--- config.mk ---
export PLATFORM = sky130hd
export DESIGN_NAME = sgp_ports
export DESIGN_NICKNAME = d
export VERILOG_FILES = /design/src/logic/sgp_pkg.sv /design/src/logic/sgp_ports.sv /design/src/logic/sgp_pin_cell.sv
export SDC_FILE = /design/constraint.sdc
export NUM_CORES = 1
export LEC_CHECK = 0
export ABC_AREA = 1
export CAP_MARGIN = 10
export CELL_PAD_IN_SITES_DETAIL_PLACEMENT = 1
export CELL_PAD_IN_SITES_GLOBAL_PLACEMENT = 1
export CORE_MARGIN = 8
export CORE_UTILIZATION = 43
export DETAILED_ROUTE_END_ITERATION = 16
export DONT_BUFFER_PORTS = 1
export MAX_ROUTING_LAYER = met4
export PLACE_DENSITY_LB_ADDON = 0.1
export SYNTH_ARGS = -nofsm -noshare
export SYNTH_HDL_FRONTEND = slang
export SYNTH_SLANG_ARGS = --single-unit
--- constraint.sdc ---
create_clock -name clk_sys -period 1.2 [get_ports clk_sys]
set_input_delay 0.12 -clock clk_sys [delete_from_list [all_inputs] [get_ports clk_sys]]
set_output_delay 0.12 -clock clk_sys [all_outputs]
set_load 0.02 [all_outputs]
--- src/logic/sgp_pkg.sv ---
package sgp_pkg;

   // Bus and port widths
   localparam int ADDR_W = 16;
   localparam int DATA_W = 8;
   localparam int SEL_W  = 4;

   // Register byte addresses
   localparam logic [ADDR_W-1:0] ADDR_P6_PULLUP = 16'hffe3;
   localparam logic [ADDR_W-1:0] ADDR_P6_DIR    = 16'hffe9;
   localparam logic [ADDR_W-1:0] ADDR_P7_DATA   = 16'hffda;
   localparam logic [ADDR_W-1:0] ADDR_P8_DATA   = 16'hffdb;
   localparam logic [ADDR_W-1:0] ADDR_P7_DIR    = 16'hffea;
   localparam logic [ADDR_W-1:0] ADDR_P8_DIR    = 16'hffeb;
   localparam logic [ADDR_W-1:0] ADDR_LCD_CTL   = 16'hffc0;

   // Reset and fixed read values
   localparam logic [DATA_W-1:0] RST_BYTE    = 8'h00;
   localparam logic [DATA_W-1:0] WO_READ     = 8'hff;
   localparam logic [DATA_W-1:0] UNMAP_READ  = 8'h00;

   // Segment select field position inside the lcd port control byte
   localparam int SEL_LSB = 0;

   // Port identifiers for the segment decode
   localparam logic PORT_7 = 1'b0;
   localparam logic PORT_8 = 1'b1;

   // Segment numbers of pin 0 of each port
   localparam int SEGMENT_BASE_P7 = 17;
   localparam int SEGMENT_BASE_P8 = 25;

   // Operating modes, one-hot
   typedef enum logic [5:0] {
      PWR_ACTIVE    = 6'b00_0001,
      PWR_SUBACTIVE = 6'b00_0010,
      PWR_SLEEP     = 6'b00_0100,
      PWR_SUBSLEEP  = 6'b00_1000,
      PWR_WATCH     = 6'b01_0000,
      PWR_STANDBY   = 6'b10_0000
   } sgp_pwr_mode_t;

   // Register bus request
   typedef struct packed {
      logic [ADDR_W-1:0] addr;
      logic [DATA_W-1:0] wdata;
      logic              wr;
      logic              rd;
   } sgp_bus_req_t;

   // Drive of one 8-bit pin group
   typedef struct packed {
      logic [DATA_W-1:0] out;
      logic [DATA_W-1:0] oe_n;
   } sgp_pin_drv_t;

   // True when the field hands the given port to general I/O
   function automatic logic is_gpio(input logic [SEL_W-1:0] sel, input logic port);
      logic r;
      r = 1'b0;
      if (port == PORT_7) begin
         r = (sel[3:2] == 2'b00);
      end else begin
         r = (sel[3:1] == 3'b000);
      end
      return r;
   endfunction

endpackage

--- src/logic/sgp_ports.sv ---
// Contract
// - Port 6 pull-up on only when direction is 0 and enable is 1.
// - All port 6 pull-ups off after reset.
// - Port 7 data latch is 8-bit read/write, reset to 0x00.
// - Port 7 output bit reads back the latched value.
// - Port 7 input bit reads back the pin level.
// - Port 7 direction 1 drives pin from latch, 0 makes input.
// - Port 7 direction register is write-only and reads all ones.
// - Port 7 direction resets to 0x00, all pins inputs.
// - Field 00xx gives port 7 gpio, else pin n is segment n+17.
// - Port 7 settings act only while pins are general I/O.
// - Port 7 pins high-z in reset and standby, hold in sleep modes.
// - Port 8 read gives latch when direction 1, pin when 0.
// - Port 8 data latch is 8-bit read/write, reset to 0x00.
// - Port 8 direction 1 makes output, 0 makes input.
// - Port 8 direction register is write-only and reads all ones.
// - Port 8 direction resets to 0x00, all pins inputs.
// - Port 8 settings act only while pins are general I/O.
// - Field 000x gives port 8 gpio, else pin n is segment n+25.
// - Port 8 pins high-z in reset and standby, hold in sleep modes.
`timescale 1ns/100ps
module sgp_ports #(
   parameter int WIDTH = 8
) (
   // Clock and reset
   input  wire logic                         clk_sys,
   input  wire logic                         rst_n,
   // Register bus
   input  wire logic [sgp_pkg::ADDR_W-1:0]   reg_addr,
   input  wire logic [sgp_pkg::DATA_W-1:0]   reg_wdata,
   input  wire logic                         reg_wr,
   input  wire logic                         reg_rd,
   output logic [sgp_pkg::DATA_W-1:0]        reg_rdata_ff,
   output logic                              reg_rvalid_ff,
   // Operating mode
   input  wire sgp_pkg::sgp_pwr_mode_t       pwr_mode,
   // Segment driver values
   input  wire logic [WIDTH-1:0]             p7_lcd_segment_output,
   input  wire logic [WIDTH-1:0]             p8_lcd_segment_output,
   // Port 6 pull-up control
   output logic [WIDTH-1:0]                  p6_pullup_on_ff,
   // Port 7 pins
   input  wire logic [WIDTH-1:0]             p7_pin_in,
   output logic [WIDTH-1:0]                  p7_pin_out_ff,
   output logic [WIDTH-1:0]                  p7_pin_oe_n_ff,
   // Port 8 pins
   input  wire logic [WIDTH-1:0]             p8_pin_in,
   output logic [WIDTH-1:0]                  p8_pin_out_ff,
   output logic [WIDTH-1:0]                  p8_pin_oe_n_ff
);

   if (WIDTH != sgp_pkg::DATA_W) begin
      $error("sgp_ports: WIDTH must equal the bus data width");
   end

   sgp_pkg::sgp_bus_req_t              req;
   logic [WIDTH-1:0]                   port6_direction_ff;
   logic [WIDTH-1:0]                   port6_pullup_enable_ff;
   logic [WIDTH-1:0]                   port7_data_latch_ff;
   logic [WIDTH-1:0]                   port8_data_latch_ff;
   logic [WIDTH-1:0]                   port7_direction_ff;
   logic [WIDTH-1:0]                   port8_direction_ff;
   logic [sgp_pkg::DATA_W-1:0]         lcd_port_control_ff;
   logic [sgp_pkg::SEL_W-1:0]          segment_select_field;
   logic                               p7_gpio;
   logic                               p8_gpio;
   logic [WIDTH-1:0]                   p7_read;
   logic [WIDTH-1:0]                   p8_read;
   logic [sgp_pkg::DATA_W-1:0]         nxt_rdata;
   logic [WIDTH-1:0]                   nxt_pullup;
   sgp_pkg::sgp_pin_drv_t              p7_drv;
   sgp_pkg::sgp_pin_drv_t              p8_drv;

   assign req.addr  = reg_addr;
   assign req.wdata = reg_wdata;
   assign req.wr    = reg_wr;
   assign req.rd    = reg_rd;

   function automatic logic wr_hit(input sgp_pkg::sgp_bus_req_t r,
                                   input logic [sgp_pkg::ADDR_W-1:0] a);
      return r.wr && (r.addr == a);
   endfunction

   // Segment select decode
   assign segment_select_field =
      lcd_port_control_ff[sgp_pkg::SEL_LSB +: sgp_pkg::SEL_W];
   assign p7_gpio = sgp_pkg::is_gpio(segment_select_field, sgp_pkg::PORT_7);
   assign p8_gpio = sgp_pkg::is_gpio(segment_select_field, sgp_pkg::PORT_8);

   // Port 6 registers
   always_ff @(posedge clk_sys or negedge rst_n) begin
      if (!rst_n) begin
         port6_direction_ff     <= sgp_pkg::RST_BYTE;
         port6_pullup_enable_ff <= sgp_pkg::RST_BYTE;
      end else begin
         if (wr_hit(req, sgp_pkg::ADDR_P6_DIR)) begin
            port6_direction_ff <= req.wdata;
         end
         if (wr_hit(req, sgp_pkg::ADDR_P6_PULLUP)) begin
            port6_pullup_enable_ff <= req.wdata;
         end
      end
   end

   assign nxt_pullup = ~port6_direction_ff & port6_pullup_enable_ff;

   always_ff @(posedge clk_sys or negedge rst_n) begin
      if (!rst_n) begin
         p6_pullup_on_ff <= '0;
      end else begin
         p6_pullup_on_ff <= nxt_pullup;
      end
   end

   // Data latches
   always_ff @(posedge clk_sys or negedge rst_n) begin
      if (!rst_n) begin
         port7_data_latch_ff <= sgp_pkg::RST_BYTE;
         port8_data_latch_ff <= sgp_pkg::RST_BYTE;
      end else begin
         if (wr_hit(req, sgp_pkg::ADDR_P7_DATA)) begin
            port7_data_latch_ff <= req.wdata;
         end
         if (wr_hit(req, sgp_pkg::ADDR_P8_DATA)) begin
            port8_data_latch_ff <= req.wdata;
         end
      end
   end

   // Direction registers
   always_ff @(posedge clk_sys or negedge rst_n) begin
      if (!rst_n) begin
         port7_direction_ff <= sgp_pkg::RST_BYTE;
         port8_direction_ff <= sgp_pkg::RST_BYTE;
      end else begin
         if (wr_hit(req, sgp_pkg::ADDR_P7_DIR)) begin
            port7_direction_ff <= req.wdata;
         end
         if (wr_hit(req, sgp_pkg::ADDR_P8_DIR)) begin
            port8_direction_ff <= req.wdata;
         end
      end
   end

   // Lcd port control register
   always_ff @(posedge clk_sys or negedge rst_n) begin
      if (!rst_n) begin
         lcd_port_control_ff <= sgp_pkg::RST_BYTE;
      end else if (wr_hit(req, sgp_pkg::ADDR_LCD_CTL)) begin
         lcd_port_control_ff <= req.wdata;
      end
   end

   assign p7_read = (port7_direction_ff & port7_data_latch_ff)
                  | (~port7_direction_ff & p7_pin_in);
   assign p8_read = (port8_direction_ff & port8_data_latch_ff)
                  | (~port8_direction_ff & p8_pin_in);

   // Read decode
   always_comb begin
      nxt_rdata = sgp_pkg::UNMAP_READ;
      case (req.addr)
         sgp_pkg::ADDR_P7_DATA:   nxt_rdata = p7_read;
         sgp_pkg::ADDR_P8_DATA:   nxt_rdata = p8_read;
         sgp_pkg::ADDR_P7_DIR:    nxt_rdata = sgp_pkg::WO_READ;
         sgp_pkg::ADDR_P8_DIR:    nxt_rdata = sgp_pkg::WO_READ;
         sgp_pkg::ADDR_P6_DIR:    nxt_rdata = sgp_pkg::WO_READ;
         sgp_pkg::ADDR_P6_PULLUP: nxt_rdata = port6_pullup_enable_ff;
         sgp_pkg::ADDR_LCD_CTL:   nxt_rdata = lcd_port_control_ff;
         default:                 nxt_rdata = sgp_pkg::UNMAP_READ;
      endcase
   end

   // Read data for one cycle
   always_ff @(posedge clk_sys or negedge rst_n) begin
      if (!rst_n) begin
         reg_rdata_ff  <= sgp_pkg::RST_BYTE;
         reg_rvalid_ff <= 1'b0;
      end else begin
         reg_rvalid_ff <= req.rd;
         if (req.rd) begin
            reg_rdata_ff <= nxt_rdata;
         end else begin
            reg_rdata_ff <= sgp_pkg::RST_BYTE;
         end
      end
   end

   sgp_pin_cell #(
      .WIDTH (WIDTH)
   ) u_p7 (
      .clk_sys  (clk_sys),
      .rst_n    (rst_n),
      .data     (port7_data_latch_ff),
      .dir      (port7_direction_ff),
      .gpio_sel (p7_gpio),
      .segment_val (p7_lcd_segment_output),
      .mode     (pwr_mode),
      .out_ff   (p7_drv.out),
      .oe_n_ff  (p7_drv.oe_n)
   );

   sgp_pin_cell #(
      .WIDTH (WIDTH)
   ) u_p8 (
      .clk_sys  (clk_sys),
      .rst_n    (rst_n),
      .data     (port8_data_latch_ff),
      .dir      (port8_direction_ff),
      .gpio_sel (p8_gpio),
      .segment_val (p8_lcd_segment_output),
      .mode     (pwr_mode),
      .out_ff   (p8_drv.out),
      .oe_n_ff  (p8_drv.oe_n)
   );

   assign p7_pin_out_ff  = p7_drv.out;
   assign p7_pin_oe_n_ff = p7_drv.oe_n;
   assign p8_pin_out_ff  = p8_drv.out;
   assign p8_pin_oe_n_ff = p8_drv.oe_n;

endmodule

--- src/logic/sgp_pin_cell.sv ---
`timescale 1ns/100ps
module sgp_pin_cell #(
   parameter int WIDTH = 8
) (
   // Clock and reset
   input  wire logic                  clk_sys,
   input  wire logic                  rst_n,
   // Settings
   input  wire logic [WIDTH-1:0]      data,
   input  wire logic [WIDTH-1:0]      dir,
   input  wire logic                  gpio_sel,
   input  wire logic [WIDTH-1:0]      segment_val,
   input  wire sgp_pkg::sgp_pwr_mode_t mode,
   // Pin drive
   output logic [WIDTH-1:0]           out_ff,
   output logic [WIDTH-1:0]           oe_n_ff
);

   if (WIDTH < 1) begin
      $error("sgp_pin_cell: WIDTH must be at least 1");
   end

   always_ff @(posedge clk_sys or negedge rst_n) begin
      if (!rst_n) begin
         out_ff  <= '0;
         oe_n_ff <= '1;
      end else begin
         case (mode)
            sgp_pkg::PWR_ACTIVE, sgp_pkg::PWR_SUBACTIVE: begin
               if (gpio_sel) begin
                  out_ff  <= data;
                  oe_n_ff <= ~dir;
               end else begin
                  out_ff  <= segment_val;
                  oe_n_ff <= '0;
               end
            end
            sgp_pkg::PWR_STANDBY: begin
               oe_n_ff <= '1;
            end
            sgp_pkg::PWR_SLEEP, sgp_pkg::PWR_SUBSLEEP, sgp_pkg::PWR_WATCH: begin
               out_ff  <= out_ff;
               oe_n_ff <= oe_n_ff;
            end
            default: begin
               out_ff  <= out_ff;
               oe_n_ff <= oe_n_ff;
            end
         endcase
      end
   end

endmodule

==> run_results.csv <==
group,metric,value,unit
final_layout,syn_to_final_growth,17.1,%
critical_path,slowest_stage,"dfrtp_1",
routing,routed_via_density,5.22,
final_layout,n_antenna_cell,0,
synth,syn-num-nets,629,
floorplan,die_y,125,um
clock_network,clkLatencyLatePin,360,ps
critical_path,regToRegEndpoint,"u_p8.out_ff[0]",
synth,ys_ff_latch,105,
floorplan,core,11500,um^2
critical_path,worstPathRequired,1440,ps
final_layout,multiInputGateArea,2110,um^2
pwr,p_leak,2.82,nW
routing,vias,3934,
status,status,"finished, violations left",
synth,synth_top_family_by_area,"simple AND/OR/NAND/NOR gates",
timing,slew_headroom,0.684,
final_layout,layout_commonest_cell,"nand2_1",
final_layout,finalInstanceArea,5940,um^2
critical_path,crit_fanout,8,
synth,synth-simple-area-share,0.263,
clock_network,cts_sinks,105,
grt,grt_usage,0.193,
timing,rsz0062_at_grt,"true",
grt,grt.overflow.total,0,
floorplan,die_w,125,um
place,port_buffers,0,
final_layout,nets,672,
synth,yosys_warnings,0,
synth,async_flop_share,1.00,
synth,synth_flop_cell,"dfrtp_1",
timing,worstMarginPinSlew,473,ps
floorplan,initial_core_util,0.443,
critical_path,ff2ff_setup_slack,-30,ps
final_layout,seq_area,2650,um^2
grt,grt_max_degree,106,
final_layout,fillers,1332,
final_layout,drive_gt1_frac,0.239,
critical_path,crit_start,"lcd_port_control_ff[2]",
timing,fin_hold_ws,-546,ps
synth,synthAdderAreaFrac,0,
place,pre_cts_slack,-110,ps
critical_path,path_class,"flip-flop to flip-flop",
timing,setup_viol,8,
timing,max_freq,0.811,GHz
synth,synth_largest_area_cell,"dfrtp_1",
synth,yosysTopAreaCellShare,0.439,
timing,min_period_over_period,1.03,
routing,drtIter0Drc,222,
routing,drc,0,
timing,fin_ws,-32.5,ps
synth,synth_edf_count,0,
critical_path,cp-start-kind,"flip-flop",
synth,synth.avg_cell_area,9.01,um^2
run,cap_violations,0,
place,dp_hpwl,10300,um
routing,wl,14200,um
critical_path,r2r_start,"lcd_port_control_ff[2]",
synth,ys_seq_area_frac,0.522,
clock_network,cts_root_buf,"clkbuf_16",
critical_path,max_stage_delay,410,ps
clock_network,path_clk_slew,70,ps
routing,dr.pass1.iters,4,
clock_network,ctsHoldBuffers,24,
critical_path,path_cells,"nor2_4 > inv_4 > nor2_4 > inv_4 > buf_8 > nor2_2 > o21ai_1",
timing,skew,4.94,ps
synth,netlist_area,5070,um^2
synth,synth_mux_area_frac,0,
pwr,power.density,1280,nW/um^2
pwr,ir_drop,0.000940,V
status,violations,"hold timing, setup timing",
timing,hold_violations,105,
place,placed_area,5360,um^2
routing,drtAntennaViolNets,0,
final_layout,final_cell_mix,"nand2_1, dfrtp_1, nand3_1, inv_1, o21ai_2",
timing,fin_crit,1230,ps
grt,grt_pass1_vias,4235,
clock_network,h-tree-depth,3,
grt,antenna_found_initial,0,
synth,netlist_instances,563,
routing,wire_per_inst,18.9,um
critical_path,critPathCaptureType,"flip-flop",
critical_path,path_delay_family,"flip-flops",
synth,synth_xor_area_frac,0.00173,
min_path,min_path_type,"input pin to asynchronous set/reset pin",
clock_network,tritoncts,"built",
critical_path,cp.arrival,1470,ps
floorplan,die_area,15500,um^2
critical_path,r2r_cells,7,
clock_network,cts_buffers,9,
place,gp_congestion,0.847,
critical_path,crit_buf_inv,3,
grt,grt_pass1_wl,23300,um
synth,synthTopCellsByArea,"dfrtp_1, nand2_1, dfstp_2",
floorplan,ios,115,
synth,synth.distinct_cells,31,
synth,synth_compound_area_frac,0.144,
clock_network,cts_buffer_depth,2,
timing,slew_viol_final,0,
floorplan,num_rows,39,
## report_power, final
part	internal, mW	switching [mW]	total [mW]
sequential	3.82	0.391	4.21
clock	1.58	1.35	2.93
combinational	0.202	0.257	0.459
total	5.60	2.00	7.60
## flip-flops by register name, summed over array words and instances, names as in the netlist
signal                  count
reg_rdata_ff                8
port8_data_latch_ff         8
u_p8.out_ff                 8
port6_pullup_enable_ff      8
p6_pullup_on_ff             8
u_p7.oe_n_ff                8
u_p8.oe_n_ff                8
port8_direction_ff          8
port7_direction_ff          8
port6_direction_ff          8
lcd_port_control_ff         8
reg_rvalid_ff               1
port7_data_latch_ff         8
u_p7.out_ff                 8
## final cells by class
| cell class | instances | area share |
|---|---|---|
| Sequential cell | 105 | 0.445 |
| Multi-Input combinational cell | 391 | 0.355 |
| Timing Repair Buffer | 51 | 0.0891 |
| Clock buffer | 12 | 0.0448 |
| Inverter | 48 | 0.0312 |
| Tap cell | 143 | 0.0301 |
| Clock inverter | 4 | 0.00400 |
## layer usage
metal,share of wire,vias up,routed length [um],GRT usage
met5,0,-,0,-
met4,0.015,0,214,0.0723
met3,0.053,12,755,0.0447
met2,0.48,87,6770,0.301
met1,0.46,1912,6500,0.239
li1,-,1923,-,-
## worst max path at each step
stage | cells after the start | slack (ps) | endpoint
after floorplan | 8 | -90 | u_p8.oe_n_ff[6]
after global placement | 8 | -50 | port8_direction_ff[3]
after detailed placement | 8 | -110 | port8_direction_ff[0]
after CTS | 7 | -60 | u_p8.out_ff[4]
after global routing | 7 | -110 | u_p8.out_ff[6]
final | 7 | -30 | u_p8.out_ff[0]
## cells by family (layout without fill, tap and decap cells)
group,count (synthesis),in the layout
flip-flops,105,105
AND/OR/NAND/NOR,277,277
AO/OA/AOI/OAI,113,113
XOR/XNOR,1,1
buffers and inverters,67,115
## through the flow
stage / total power [mW] / util / cells / setup TNS [ps]
2_1_floorplan: 4.52 / - / 563 / -760
3_3_place_gp: 4.66 / 0.468 / 714 / -721
3_5_place_dp: 4.69 / 0.468 / 714 / -2450
4_1_cts: 7.68 / 0.515 / 754 / -488
5_1_grt: 7.86 / 0.518 / 754 / -1230
6_report: 7.60 / 0.518 / 754 / -164
## cells in the mapped netlist (8+ instances only)
master and number:
buf_6 9, nand2_1 156, o21ai_0 34, inv_1 40, nand2_2 9, o21ai_1 23
dfstp_2 16, dfrtp_1 89, nor2_1 40, nand3_1 48, a21oi_1 8, o21ai_2 39
inv_2 8, a31oi_1 8
## what timing repair did
| item | CTS | global route |
|---|---|---|
| gates resized for setup | 7 | 15 |
| setup endpoints to repair | 11 | 22 |
| setup buffers | 0 | 1 |
| hold endpoints to repair | 129 | 105 |
| pin swaps | 2 | 2 |
Note: power is estimated with default switching activity, not from simulation.
